`src/verilog/clm_pkg.sv`:
```
// package for the companion link master: register map, field positions,
// reset values, link timing counts, state codes and shared functions.
// assumes a single system clock that also serves as the link master clock.
package clm_pkg;

  // clocking
  localparam int unsigned SYS_CLK_HZ = 25_000_000;
  localparam int unsigned LINK_CLK_MAX_HZ = 3_000_000;
  // half period lasts divider+1 cycles, so the floor keeps the link at or under its maximum
  localparam logic [7:0] LINK_DIV_MIN =
    8'((SYS_CLK_HZ + 2 * LINK_CLK_MAX_HZ - 1) / (2 * LINK_CLK_MAX_HZ) - 1);

  // register byte offsets
  localparam logic [7:0] OFS_STATUS = 8'h00;
  localparam logic [7:0] OFS_ADDRESS = 8'h04;
  localparam logic [7:0] OFS_DATA = 8'h08;
  localparam logic [7:0] OFS_DIVIDER = 8'h0c;

  // status field positions
  localparam int unsigned ST_BUSY_BIT = 0;
  localparam int unsigned ST_BCIE_BIT = 4;
  localparam int unsigned ST_EIE_BIT = 5;
  localparam int unsigned ST_ERR_BIT = 6;
  localparam int unsigned ST_RST_BIT = 7;

  // reset values
  localparam logic [7:0] STATUS_RESET = 8'h81;
  localparam logic [7:0] ADDRESS_RESET = 8'h00;
  localparam logic [7:0] DATA_RESET = 8'h00;
  localparam logic [7:0] DIVIDER_RESET = 8'h04;

  // link timing, in link clocks
  localparam logic [5:0] TAR_CLOCKS = 6'd2;
  localparam logic [5:0] TIMEOUT_CLOCKS = 6'd16;
  localparam logic [5:0] RECOVER_CLOCKS = 6'd48;
  localparam logic [5:0] SOFT_RESET_CLOCKS = 6'd48;

  // framing: bits sent after the start bit, bits received after the response start bit
  localparam logic [5:0] WRITE_TX_REST = 6'd21;
  localparam logic [5:0] READ_TX_REST = 6'd13;
  localparam logic [5:0] RX_BITS = 6'd12;
  localparam logic CMD_READ = 1'b1;
  localparam logic CMD_WRITE = 1'b0;
  localparam logic [3:0] CRC_INIT = 4'hf;
  localparam logic [3:0] CRC_POLY = 4'h3;

  typedef enum logic [2:0] {
    ST_IDLE = 3'b000,
    ST_SHIFT_OUT = 3'b001,
    ST_TURN = 3'b010,
    ST_WAIT_START = 3'b011,
    ST_SHIFT_IN = 3'b100,
    ST_RECOVER = 3'b101,
    ST_SOFT_RST = 3'b110
  } clm_state_t;

  // crc over a 17-bit field, x^4+x+1, msb first
  function automatic logic [3:0] clm_crc4(input logic [16:0] bits);
    logic [3:0] crc;
    logic fb;
    crc = CRC_INIT;
    fb = 1'b0;
    for (int i = 16; i >= 0; i--) begin
      fb = crc[3] ^ bits[i];
      crc = {crc[2:0], 1'b0} ^ (fb ? CRC_POLY : 4'h0);
    end
    return crc;
  endfunction

  // register address decode
  function automatic logic clm_hit(input logic [7:0] addr, input logic [7:0] ofs);
    return addr == ofs;
  endfunction

endpackage

```
`src/verilog/clm_phy_if.sv`:
```
// interface between the transaction core and the link clock/pin stage.
// assumes both ends sit on the same system clock.
`timescale 1ns/1ns
`default_nettype none
interface clm_phy_if;
  logic [7:0] divider; // link clock divider from the core
  logic run; // link clock runs while high
  logic link_clk; // link clock level, a flop
  logic tick_rise; // pulse with each rising link edge
  logic tick_fall; // pulse with each falling link edge
  logic data_in; // synchronised data line
  logic irq_n; // synchronised companion request, active low
  modport phy (input divider, run, output link_clk, tick_rise, tick_fall, data_in, irq_n);
  modport core (output divider, run, input link_clk, tick_rise, tick_fall, data_in, irq_n);
endinterface
`default_nettype wire

```
`src/verilog/clm_link_phy.sv`:
```
// link clock divider and input synchronisers for the companion link master.
// assumes the pins arrive asynchronously and the core drives divider and run.
`timescale 1ns/1ns
`default_nettype none
module clm_link_phy
  import clm_pkg::*;
(
  input wire logic sys_clk_in, // system clock
  input wire logic reset_n_in, // async reset, active low
  input wire logic link_data_in, // data pin, raw
  input wire logic companion_irq_n_in, // companion request pin, raw
  clm_phy_if.phy port // to the core
);

  logic [7:0] div_cnt;
  logic [7:0] div_eff;
  logic data_meta;
  logic irq_meta;

  ////////////////////////////////////////////////////////////////////////
  // a low divider would overrun the link, so clamp it to the floor
  assign div_eff = (port.divider < LINK_DIV_MIN) ? LINK_DIV_MIN : port.divider;

  // divide the system clock down into the link clock;
  // compare with >= so a divider lowered mid-count never wraps the counter
  always_ff @(posedge sys_clk_in or negedge reset_n_in) begin
    if (!reset_n_in) begin
      div_cnt <= 8'h00;
      port.link_clk <= 1'b0;
      port.tick_rise <= 1'b0;
      port.tick_fall <= 1'b0;
    end else if (!port.run) begin
      div_cnt <= 8'h00; // parked low between transfers
      port.link_clk <= 1'b0;
      port.tick_rise <= 1'b0;
      port.tick_fall <= 1'b0;
    end else if (div_cnt >= div_eff) begin
      div_cnt <= 8'h00;
      port.link_clk <= ~port.link_clk;
      port.tick_rise <= ~port.link_clk;
      port.tick_fall <= port.link_clk;
    end else begin
      div_cnt <= div_cnt + 8'h01;
      port.tick_rise <= 1'b0;
      port.tick_fall <= 1'b0;
    end
  end

  ////////////////////////////////////////////////////////////////////////
  // two-flop synchronisers; first stage feeds only the second
  always_ff @(posedge sys_clk_in or negedge reset_n_in) begin
    if (!reset_n_in) begin
      data_meta <= 1'b1;
      port.data_in <= 1'b1;
      irq_meta <= 1'b1;
      port.irq_n <= 1'b1;
    end else begin
      data_meta <= link_data_in;
      port.data_in <= data_meta;
      irq_meta <= companion_irq_n_in;
      port.irq_n <= irq_meta;
    end
  end
endmodule
`default_nettype wire

```
`src/verilog/clm_link_master.sv`:
```
// companion link master: register file, read sequencer and transaction engine.
// assumes a simple register port on the system clock and a pulled-up data line.
`timescale 1ns/1ns
`default_nettype none
module clm_link_master
  import clm_pkg::*;
(
  input wire logic sys_clk_in, // system clock
  input wire logic reset_n_in, // watchdog reset, active low
  input wire logic [7:0] reg_addr_in, // register byte offset
  input wire logic reg_wr_in, // register write strobe
  input wire logic reg_rd_in, // register read strobe
  input wire logic [31:0] reg_wdata_in, // register write data
  output logic [31:0] reg_rdata_out, // read data, valid the cycle after the strobe
  output logic link_clock_out, // link clock pin
  input wire logic link_data_in, // data pin input side
  output logic link_data_out, // data pin output value
  output logic link_data_oe_out, // data pin driven while high
  input wire logic companion_irq_n_in, // companion request pin, active low
  output logic busy_cleared_irq_out, // one-cycle busy-cleared event
  output logic link_error_irq_out, // gated error level
  output logic companion_irq_n_out // synchronised companion request, active low
);

  clm_phy_if phy_bus();

  clm_state_t state;
  logic [5:0] count;
  logic [20:0] tx_shift;
  logic [10:0] rx_shift;
  logic is_read;
  logic soft_reset;
  logic link_error;
  logic error_irq_enable;
  logic busy_cleared_irq_enable;
  logic rd_phase2;
  logic [7:0] link_target_address;
  logic [7:0] link_data_byte;
  logic [7:0] link_clock_divider;
  logic busy_now;
  logic wr_launch;
  logic rd_launch;
  logic sr_req;
  logic err_clr;
  logic [11:0] rx_word;
  logic rx_last;
  logic crc_ok;
  logic rx_load;
  logic ack_seen;
  logic recover_done;
  logic sr_done;
  logic hw_done;

  clm_link_phy u_phy (
    .sys_clk_in(sys_clk_in),
    .reset_n_in(reset_n_in),
    .link_data_in(link_data_in),
    .companion_irq_n_in(companion_irq_n_in),
    .port(phy_bus.phy)
  );

  ////////////////////////////////////////////////////////////////////////
  // request decode and completion events
  assign busy_now = soft_reset | (state != ST_IDLE);
  assign wr_launch = reg_wr_in && clm_hit(reg_addr_in, OFS_DATA) && !busy_now;
  assign rd_launch = reg_rd_in && clm_hit(reg_addr_in, OFS_DATA) && !busy_now && !rd_phase2;
  assign sr_req = reg_wr_in && clm_hit(reg_addr_in, OFS_STATUS) && reg_wdata_in[ST_RST_BIT];
  assign err_clr = reg_wr_in && clm_hit(reg_addr_in, OFS_STATUS) && reg_wdata_in[ST_ERR_BIT];
  assign rx_word = {rx_shift, phy_bus.data_in};
  assign rx_last = (state == ST_SHIFT_IN) && phy_bus.tick_rise && (count == RX_BITS - 6'd1);
  assign crc_ok = clm_crc4({9'h000, rx_word[11:4]}) == rx_word[3:0];
  assign rx_load = rx_last && crc_ok;
  assign ack_seen = (state == ST_WAIT_START) && phy_bus.tick_rise && !phy_bus.data_in && !is_read;
  assign recover_done = (state == ST_RECOVER) && phy_bus.tick_rise && (count == RECOVER_CLOCKS - 6'd1);
  assign sr_done = (state == ST_SOFT_RST) && phy_bus.tick_rise && (count == SOFT_RESET_CLOCKS - 6'd1);
  assign hw_done = rx_load || ack_seen || recover_done; // soft reset end excluded on purpose
  assign phy_bus.run = busy_now;
  assign phy_bus.divider = link_clock_divider;
  assign link_clock_out = phy_bus.link_clk;

  ////////////////////////////////////////////////////////////////////////
  // transaction engine; returns to idle on watchdog reset
  always_ff @(posedge sys_clk_in or negedge reset_n_in) begin
    if (!reset_n_in) begin
      state <= ST_IDLE;
      count <= 6'd0;
      tx_shift <= 21'h00000;
      rx_shift <= 11'h000;
      is_read <= CMD_WRITE;
      link_data_out <= 1'b1;
      link_data_oe_out <= 1'b1;
    end else if (soft_reset && state != ST_SOFT_RST) begin
      state <= ST_SOFT_RST;
      count <= 6'd0;
      link_data_out <= 1'b1;
      link_data_oe_out <= 1'b1;
    end else begin
      case (state)
        ST_IDLE: begin
          link_data_out <= 1'b1;
          link_data_oe_out <= 1'b1;
          if (wr_launch) begin
            state <= ST_SHIFT_OUT;
            is_read <= CMD_WRITE;
            link_data_out <= 1'b0;
            tx_shift <= {CMD_WRITE, link_target_address, reg_wdata_in[7:0],
                         clm_crc4({CMD_WRITE, link_target_address, reg_wdata_in[7:0]})};
            count <= WRITE_TX_REST;
          end else if (rd_launch) begin
            state <= ST_SHIFT_OUT;
            is_read <= CMD_READ;
            link_data_out <= 1'b0;
            tx_shift <= {CMD_READ, link_target_address,
                         clm_crc4({CMD_READ, link_target_address, 8'h00}), 8'h00};
            count <= READ_TX_REST;
          end
        end
        ST_SHIFT_OUT: begin
          if (phy_bus.tick_fall) begin
            if (count == 6'd0) begin
              state <= ST_TURN;
              link_data_oe_out <= 1'b0;
            end else begin
              link_data_out <= tx_shift[20];
              tx_shift <= {tx_shift[19:0], 1'b0};
              count <= count - 6'd1;
            end
          end
        end
        ST_TURN: begin
          // turnaround: nobody drives the line
          if (phy_bus.tick_fall) begin
            if (count == TAR_CLOCKS - 6'd1) begin
              state <= ST_WAIT_START;
              count <= 6'd0;
            end else begin
              count <= count + 6'd1;
            end
          end
        end
        ST_WAIT_START: begin
          if (phy_bus.tick_rise) begin
            if (!phy_bus.data_in) begin
              state <= is_read ? ST_SHIFT_IN : ST_IDLE;
              count <= 6'd0;
              link_data_out <= 1'b1; // never re-drive a stale frame bit
              link_data_oe_out <= !is_read;
            end else if (count == TIMEOUT_CLOCKS - 6'd1) begin
              state <= ST_RECOVER;
              count <= 6'd0;
              link_data_out <= 1'b1;
              link_data_oe_out <= 1'b1;
            end else begin
              count <= count + 6'd1;
            end
          end
        end
        ST_SHIFT_IN: begin
          if (phy_bus.tick_rise) begin
            rx_shift <= rx_word[10:0];
            if (rx_last) begin
              // a bad crc is handled like a time-out
              state <= crc_ok ? ST_IDLE : ST_RECOVER;
              count <= 6'd0;
              link_data_out <= 1'b1;
              link_data_oe_out <= 1'b1;
            end else begin
              count <= count + 6'd1;
            end
          end
        end
        ST_RECOVER: begin
          link_data_out <= 1'b1;
          link_data_oe_out <= 1'b1;
          if (phy_bus.tick_rise) begin
            state <= recover_done ? ST_IDLE : ST_RECOVER;
            count <= recover_done ? 6'd0 : count + 6'd1;
          end
        end
        ST_SOFT_RST: begin
          link_data_out <= 1'b1;
          link_data_oe_out <= 1'b1;
          if (phy_bus.tick_rise) begin
            state <= sr_done ? ST_IDLE : ST_SOFT_RST;
            count <= sr_done ? 6'd0 : count + 6'd1;
          end
        end
        default: begin
          state <= ST_IDLE;
          count <= 6'd0;
        end
      endcase
    end
  end

  ////////////////////////////////////////////////////////////////////////
  // status and control bits; hardware set beats software clear
  always_ff @(posedge sys_clk_in or negedge reset_n_in) begin
    if (!reset_n_in) begin
      soft_reset <= STATUS_RESET[ST_RST_BIT];
      link_error <= STATUS_RESET[ST_ERR_BIT];
      error_irq_enable <= STATUS_RESET[ST_EIE_BIT];
      busy_cleared_irq_enable <= STATUS_RESET[ST_BCIE_BIT];
    end else begin
      if (sr_req)
        soft_reset <= 1'b1;
      else if (sr_done)
        soft_reset <= 1'b0;
      if (recover_done)
        link_error <= 1'b1;
      else if (err_clr)
        link_error <= 1'b0;
      if (reg_wr_in && clm_hit(reg_addr_in, OFS_STATUS)) begin
        error_irq_enable <= reg_wdata_in[ST_EIE_BIT];
        busy_cleared_irq_enable <= reg_wdata_in[ST_BCIE_BIT];
      end
    end
  end

  ////////////////////////////////////////////////////////////////////////
  // address, data and divider registers
  always_ff @(posedge sys_clk_in or negedge reset_n_in) begin
    if (!reset_n_in) begin
      link_target_address <= ADDRESS_RESET;
      link_data_byte <= DATA_RESET;
      link_clock_divider <= DIVIDER_RESET;
    end else begin
      if (reg_wr_in && clm_hit(reg_addr_in, OFS_ADDRESS))
        link_target_address <= reg_wdata_in[7:0];
      if (rx_load)
        link_data_byte <= rx_word[11:4];
      else if (wr_launch)
        link_data_byte <= reg_wdata_in[7:0];
      // divider only moves while a transfer or soft reset keeps the link busy
      if (reg_wr_in && clm_hit(reg_addr_in, OFS_DIVIDER) && busy_now)
        link_clock_divider <= reg_wdata_in[7:0];
    end
  end

  ////////////////////////////////////////////////////////////////////////
  // two-read sequencer; firmware must pair its reads
  always_ff @(posedge sys_clk_in or negedge reset_n_in) begin
    if (!reset_n_in) begin
      rd_phase2 <= 1'b0;
    end else if (rd_launch) begin
      rd_phase2 <= 1'b1;
    end else if (reg_rd_in && clm_hit(reg_addr_in, OFS_DATA) && !busy_now) begin
      rd_phase2 <= 1'b0;
    end
  end

  ////////////////////////////////////////////////////////////////////////
  // read data; the phase-one data read just returns whatever is held
  always_ff @(posedge sys_clk_in or negedge reset_n_in) begin
    if (!reset_n_in) begin
      reg_rdata_out <= 32'h00000000;
    end else if (reg_rd_in) begin
      case (reg_addr_in)
        OFS_STATUS: reg_rdata_out <= {24'h000000, soft_reset, link_error, error_irq_enable,
                                      busy_cleared_irq_enable, 3'b000, busy_now};
        OFS_ADDRESS: reg_rdata_out <= {24'h000000, link_target_address};
        OFS_DATA: reg_rdata_out <= {24'h000000, link_data_byte};
        OFS_DIVIDER: reg_rdata_out <= {24'h000000, link_clock_divider};
        default: reg_rdata_out <= 32'h00000000;
      endcase
    end
  end

  ////////////////////////////////////////////////////////////////////////
  // event outputs: busy-cleared and error gated by their enables, companion request passed through
  always_ff @(posedge sys_clk_in or negedge reset_n_in) begin
    if (!reset_n_in) begin
      busy_cleared_irq_out <= 1'b0;
      link_error_irq_out <= 1'b0;
      companion_irq_n_out <= 1'b1;
    end else begin
      busy_cleared_irq_out <= hw_done && busy_cleared_irq_enable;
      link_error_irq_out <= link_error && error_irq_enable;
      companion_irq_n_out <= phy_bus.irq_n;
    end
  end
endmodule
`default_nettype wire

```
`config.mk`:
```
export PLATFORM = sky130hd
export DESIGN_NAME = clm_link_master
export DESIGN_NICKNAME = d
export VERILOG_FILES = /design/src/verilog/clm_pkg.sv /design/src/verilog/clm_phy_if.sv /design/src/verilog/clm_link_phy.sv /design/src/verilog/clm_link_master.sv
export SDC_FILE = /design/constraint.sdc
export NUM_CORES = 1
export LEC_CHECK = 0
export BUFFER_PORTS_ARGS = -buffer_cell sky130_fd_sc_hd__buf_2
export CELL_PAD_IN_SITES_DETAIL_PLACEMENT = 0
export CELL_PAD_IN_SITES_GLOBAL_PLACEMENT = 1
export CORE_MARGIN = 8
export CORE_UTILIZATION = 45
export CTS_BUF_LIST = sky130_fd_sc_hd__clkbuf_16
export DETAILED_ROUTE_END_ITERATION = 8
export GPL_TIMING_DRIVEN = 0
export PLACE_DENSITY = 0.8
export SETUP_SLACK_MARGIN = 0.3
export SLEW_MARGIN = 20
export SYNTH_ARGS = -nofsm -noshare
export SYNTH_HDL_FRONTEND = slang
export SYNTH_SLANG_ARGS = --single-unit
```
`constraint.sdc`:
```
create_clock -name sys_clk_in -period 3.1 [get_ports sys_clk_in]
set_input_delay 0.155 -clock sys_clk_in [delete_from_list [all_inputs] [get_ports sys_clk_in]]
set_output_delay 0.155 -clock sys_clk_in [all_outputs]
set_load 0.01 [all_outputs]
```
# Yosys cells after proc, flatten, opt, wreduce, memory -nomap -nowiden
# Cells that the tools add are included.
dict set report word_totals {
  regBits 123
  input_bits 46
  out_inout_bits 38
  wordCells 303
}
dict set report classes {
  n_addsub 3
  order_cmp 2
  n_eq_ne 31
  n_mux 117
  bitwise 72
  n_reduce_logical 51
}
# op count
set op_table {}
lappend op_table {{4-bit by 2-bit bitwise XOR with 4-bit output} 36}
lappend op_table {{6-bit 2-to-1 mux} 16}
lappend op_table {{21-bit 2-to-1 mux} 4}
lappend op_table {{2-bit 2-to-1 mux} 39}
lappend op_table {{3-bit 2-to-1 mux} 18}
lappend op_table {{21-bit case mux with 2 select lines} 1}
lappend op_table {{6-bit case mux with 7 select lines} 1}
lappend op_table {{8-bit 2-to-1 mux} 5}
lappend op_table {{8-bit case mux with 4 select lines} 1}
lappend op_table {{1-bit 2-to-1 mux} 29}
lappend op_table {{1-bit bitwise XOR} 28}
lappend op_table {{1-bit logical AND} 24}
lappend op_table {{3-bit case mux with 7 select lines} 1}
lappend op_table {{8-bit by 4-bit equality test with 1-bit output (second input constant)} 2}
lappend op_table {{3-bit != test (second input constant)} 5}
lappend op_table {{7-bit AND reduction} 2}
lappend op_table {{6-bit by 4-bit equality test with 1-bit output (second input constant)} 2}
lappend op_table {{3-bit by 1-bit != test with 1-bit output (second input constant)} 4}
lappend op_table {{2-bit nonzero test} 6}
lappend op_table {{11-bit AND reduction} 1}
lappend op_table {{3-bit equality test (second input constant)} 3}
lappend op_table {{3-bit by 2-bit != test with 1-bit output (second input constant)} 3}
lappend op_table {{8-bit by 1-bit adder with 8-bit output (second input constant)} 1}
lappend op_table {{8-bit by 3-bit equality test with 1-bit output (second input constant)} 1}
lappend op_table {{34 further kinds} 43}

# Longest topological paths before layout
dict set report logic_depth {
  ltp_word 49
  ltp_mapped 11
  depth_no_buf 11
}

# Hierarchy
# From an unflattened synthesis, not the netlist that was laid out.
dict set report unflattened {
  hier_cells 623
  area_unflattened_um2 6139.6
}
# mod instances cells_per_inst area_each_um2 seq_area_each_um2
set by_module_without_submodules {}
lappend by_module_without_submodules {clm_link_master 1 540 5245.0 2108.3}
lappend by_module_without_submodules {clm_link_phy 1 83 894.6 380.4}

# Worst setup path after synthesis
# OpenSTA, ideal clock, no wires.
dict set report synth_path {
  kind {flip-flop to flip-flop}
  from {register link_clock_divider[4]}
  to {register u_phy.port.link_clk}
  setup_ps 79
  arrival_time_ps 2441
  required_ps 3021
  setup_slack_ps 579
  path_stages_with_launch 12
  path_buffers 0
  period_less_slack_ps 2521
  cell_sequence {dfrtp_1 nor4_1 nand2_1 and2_1 ha_1 nand2b_1 a21o_1 a21o_1 a21o_1 a21o_1 a21oi_1 mux2i_1}
}
dict set report synth_between {
  elab_chain_cells 4
}
# element line_no
set synth_lines {}
lappend synth_lines {{start, declared} clm_link_master.sv:39} ;# logic [7:0] link_clock_divider;
lappend synth_lines {{start signal, assigned} clm_link_master.sv:236} ;# link_clock_divider <= reg_wdata_in[7:0];
lappend synth_lines {{8-bit by 3-bit < comparator with 1-bit output} clm_link_phy.sv:22} ;# assign div_eff = (port.divider < LINK_DIV_MIN) ? LINK_DIV_MIN : port.divider;
lappend synth_lines {{8-bit 2-to-1 mux (*)} clm_link_phy.sv:22}
lappend synth_lines {{8-bit >= comparator (*)} clm_link_phy.sv:37} ;# end else if (div_cnt >= div_eff) begin
lappend synth_lines {{2-bit by 1-bit != test with 1-bit output (no source line) (*)} --}
lappend synth_lines {{end signal, assigned} clm_link_phy.sv:39} ;# port.link_clk <= ~port.link_clk;
lappend synth_lines {{end, declared} clm_phy_if.sv:13} ;# modport phy (input divider, run, output link_clk, tick_rise, tick_fall, data_in, irq_n);
# Every way passes the cells marked *; elsewhere a longest branch is shown, timed or not.
# A chain may end at the register's enable or synchronous reset.

# Worst setup path in the final report
dict set report layout_path {
  from {register state[2]}
  to {register tx_shift[5]}
}
dict set report layout_between {
  elab_chain_cells 7
  elab_cells_between_ends 18
  cone_classes {eq/ne (5); mux (2); bitwise (2); reduce/logical (9)}
}
# element line_no
set layout_lines {}
lappend layout_lines {{start, declared} clm_link_master.sv:27} ;# clm_state_t state;
lappend layout_lines {{start signal, assigned} clm_link_master.sv:144} ;# state <= is_read ? ST_SHIFT_IN : ST_IDLE;
lappend layout_lines {{start signal, assigned} clm_link_master.sv:163} ;# state <= crc_ok ? ST_IDLE : ST_RECOVER;
lappend layout_lines {{start signal, assigned} clm_link_master.sv:176} ;# state <= recover_done ? ST_IDLE : ST_RECOVER;
lappend layout_lines {{3-bit nonzero test} clm_link_master.sv:64} ;# assign busy_now = soft_reset | (state != ST_IDLE);
lappend layout_lines {{1-bit OR} clm_link_master.sv:64}
lappend layout_lines {{1-bit zero test} --}
lappend layout_lines {{1-bit logical AND (2 in series)} clm_link_master.sv:66} ;# assign rd_launch = reg_rd_in && clm_hit(reg_addr_in, OFS_DATA) && !busy_now && !rd_phase2;
lappend layout_lines {{3-bit != test (no source line)} --}
lappend layout_lines {{5-bit AND reduction (no source line)} --}
lappend layout_lines {{end signal, assigned} clm_link_master.sv:106} ;# tx_shift <= {CMD_WRITE, link_target_address, reg_wdata_in[7:0],
lappend layout_lines {{end signal, assigned} clm_link_master.sv:113} ;# tx_shift <= {CMD_READ, link_target_address,
lappend layout_lines {{end signal, assigned} clm_link_master.sv:125} ;# tx_shift <= {tx_shift[19:0], 1'b0};
lappend layout_lines {{end, declared} clm_link_master.sv:29} ;# logic [20:0] tx_shift;
# Parallel ways exist; a longest one is shown, timed or not.

==> impl_metrics.tcl <==
set metrics [dict create \
    yosysMostFrequentCell "dfrtp_1" \
    dr.first_iter.drc_count 455 \
    grt-ovfl-total 0 \
    synth_top_area_share_pct 38.2 \
    maxSlewViolCount 0 \
    clock_tree.buffer_depth 2 \
    yosysSeqAreaShare_pct 42.2 \
    finalSetupViolCount 0 \
    io_pins 84 \
    crit_path_start "state[2]$_DFFE_PN0P_" \
    grt_pass1_vias 4610 \
    synth.distinct_cells 71 \
    end_kind "flop" \
    synthArstFlopShare_pct 100 \
    drc 0 \
    crit_type "reg -> reg" \
    cts_tree "built" \
    grt_use_total_pct 19.0 \
    pwr-share-clk_pct 32.2 \
    synth_area_leaders "dfrtp_1 38%, mux2_2 7.1%, xnor2_1 5.2%" \
    critPathRequiredTime_ns 3.31 \
    hold_viol 0 \
    synth_area_um2 5890 \
    cp.arrival_ns 2.86 \
    drt.antenna.violating_nets 0 \
    dpl.hpwl_um 11700 \
    grt_antenna_before_repair 0 \
    max_freq_mhz 377 \
    crit_fanout 10 \
    wire_per_inst_um 18.1 \
    cts_root_buffer "clkbuf_16" \
    post-route-period-util_pct 85.5 \
    p_seq_share_pct 38.9 \
    hold_path_class "in -> reg" \
    p_leak_nw 3.10 \
    slowest_stage "or4_1" \
    status "completed" \
    synth_commonest_cells "90 x dfrtp_1, 76 x nand2_1, 47 x o21ai_0" \
    path_common_cell "buf_2" \
    ctsHtreeMaxLevel 3 \
    synth_edf_count 0 \
    synth_cells 597 \
    layout_setup_ws_ns 0.451 \
    die_w_um 130 \
    slew_headroom_pct 29.1 \
    num_rows 42 \
    finalSetupTns_ns 0 \
    nNetsFinal 729 \
    synth_top_area_cell "dfrtp_1" \
    start_util_pct 45.2 \
    internal_power_mw 2.54 \
    worstSetupStartpointType "flop" \
    die-area_um2 17000 \
    drv_cap 0 \
    place_congestion 0.902 \
    swShare_pct 32.3 \
    cts_buffers 9 \
    cts.sinks 99 \
    grt_start_max_net_pins 52 \
    crit_path_max_incr_delay_ns 0.53 \
    core-area_um2 13000 \
    postSynthAreaPerCell_um2 9.87 \
    path_clk_slew_ns 0.07 \
    r2r_start "state[2]$_DFFE_PN0P_" \
    path_cells "or4_1, buf_2, nor4b_4, or2_2, nand3_1, buf_2, buf_2, nand2_1, o21ai_0" \
    synth_ff_type "dfrtp_1" \
    io_buffers 34 \
    min_from "reg_rd_in" \
    vdd_ir_drop_max_mv 0.343 \
    tightestPinTransition_ns 1.05 \
    preCtsSetupSlack_ns 0.162 \
    n_antenna_cell 0 \
    drive_gt1_share_pct 23.6 \
    routed_wl_um 15400 \
    dr_total_vias 4642 \
    skew_ns 0.00585 \
    powerDensity_nw_per_um2 550 \
    syn_to_final_growth_pct 16.0 \
    period_needed_ns 2.65 \
    dr.pass1.iters 5 \
    combinationalPowerShare_pct 28.9 \
    insertion_delay_ns 0.35 \
    grt_setup_unrepaired "no" \
    yosys_register_bits 99 \
    die_h_um 130 \
    switchingPower_mw 1.21 \
    vias_per_cell 5.45 \
    ys_warn_count 0 \
    grt_first_pass_wirelength_um 25000 \
]
sequential cells by signal, indices dropped and copies added (netlist names), 3 cells and up:
name and flops:
count 6, link_clock_divider 8, link_data_byte 8, link_target_address 8, reg_rdata_out 8, rx_shift 11, state 3, tx_shift 21
u_phy.div_cnt 8
cell type report:
class / instances / area (um2)
buffer: 53 / 310
clock buffer: 9 / 225
clock inverter: 7 / 90.1
fill: 1254 / 6200
inverter: 22 / 82.6
multi-input combinational: 446 / 3170
sequential: 99 / 2490
tap: 176 / 220
timing repair buffer: 39 / 241
layout by cell type, fill, tap and decap left out, drive strengths merged, types with 18 or more instances in the layout:
cell type / count
xor2: 19
buf: 72
mux2: 37
nor2: 28
o21ai: 48
conb: 24
nand2: 76
nand3: 18
clkbuf: 26
dfrtp: 90
inv: 23
xnor2: 35
critical path: cells and delay by family (launching register included):
family	cells	cell delay, ns
buf+inv	3	0.65
flops	1	0.46
compound gates	1	0.08
simple gates	5	1.32
worst paths after layout:
kind / end / cells past startpoint / slack [ns]
worst max register to register: tx_shift[5]$_DFFE_PN0P_ / 9 / 0.45
worst max-delay path: tx_shift[5]$_DFFE_PN0P_ / 9 / 0.45
max in group asynchronous: companion_irq_n_out$_DFF_PN1_ / 3 / 2.11
min in group asynchronous: state[2]$_DFFE_PN0P_ / 2 / 0.33
worst min-delay path: reg_rdata_out[4]$_DFFE_PN0P_ / 2 / 0.11
worst min register to register: u_phy.port.data_in$_DFF_PN1_ / 0 / 0.36
timing repair:
action | 4_1_cts | 5_1_grt
hold buffers | 3 | 0
gates cloned | 0 | 0
endpoints found under the setup margin | 5 | 17
hold endpoints to repair | 48 | 0
gates resized for setup | 2 | 11
setup buffers | 0 | 1
pin swaps | 0 | 8
per-stage QoR:
stage               cell area [um2]  hold slack, ns  std cells  power [mW]  utilization (%)
global route                   6830           0.133        851        3.96             52.4
detailed placement             6400           0.142        831        2.52             49.1
CTS                            6760           0.110        850        3.74             51.8
floorplan                      5980          -0.141        620        2.24                -
global placement               6370           0.261        830        2.50             48.9
finish                         6830           0.113        851        3.76             52.4
logic make-up (layout without fill, tap and decap cells):
kind of cell / count (synthesis) / after routing / synth area share (%)
other: 1 / 24 / 0.0637
AOI/OAI and AO/OA: 125 / 125 / 14.0
DFF: 99 / 99 / 42.2
adders and majority gates: 13 / 13 / 2.76
buffers and inverters: 75 / 130 / 6.67
muxes: 52 / 52 / 10.7
xor gates and xnor gates: 56 / 56 / 8.79
and+or+nand+nor: 176 / 176 / 14.8
per-layer routing:
| layer | vias up | track usage [%] | share of wire (%) |
|---|---|---|---|
| met5 | - | 0 | 0 |
| met4 | 0 | 6.35 | 1.8 |
| met3 | 18 | 2.92 | 5.0 |
| met2 | 134 | 31.5 | 49 |
| met1 | 2303 | 24.8 | 44 |
| li1 | 2187 | - | - |
power groups by stage:
stage | logic, mW | registers [mW] | clock network (mW)
floorplan | 0.781 | 1.46 | 0
global placement | 1.02 | 1.48 | 0
detailed placement | 1.03 | 1.48 | 0
CTS | 1.05 | 1.46 | 1.23
global route | 1.19 | 1.47 | 1.29
finish | 1.08 | 1.46 | 1.21
(Power assumes the default switching activity.)
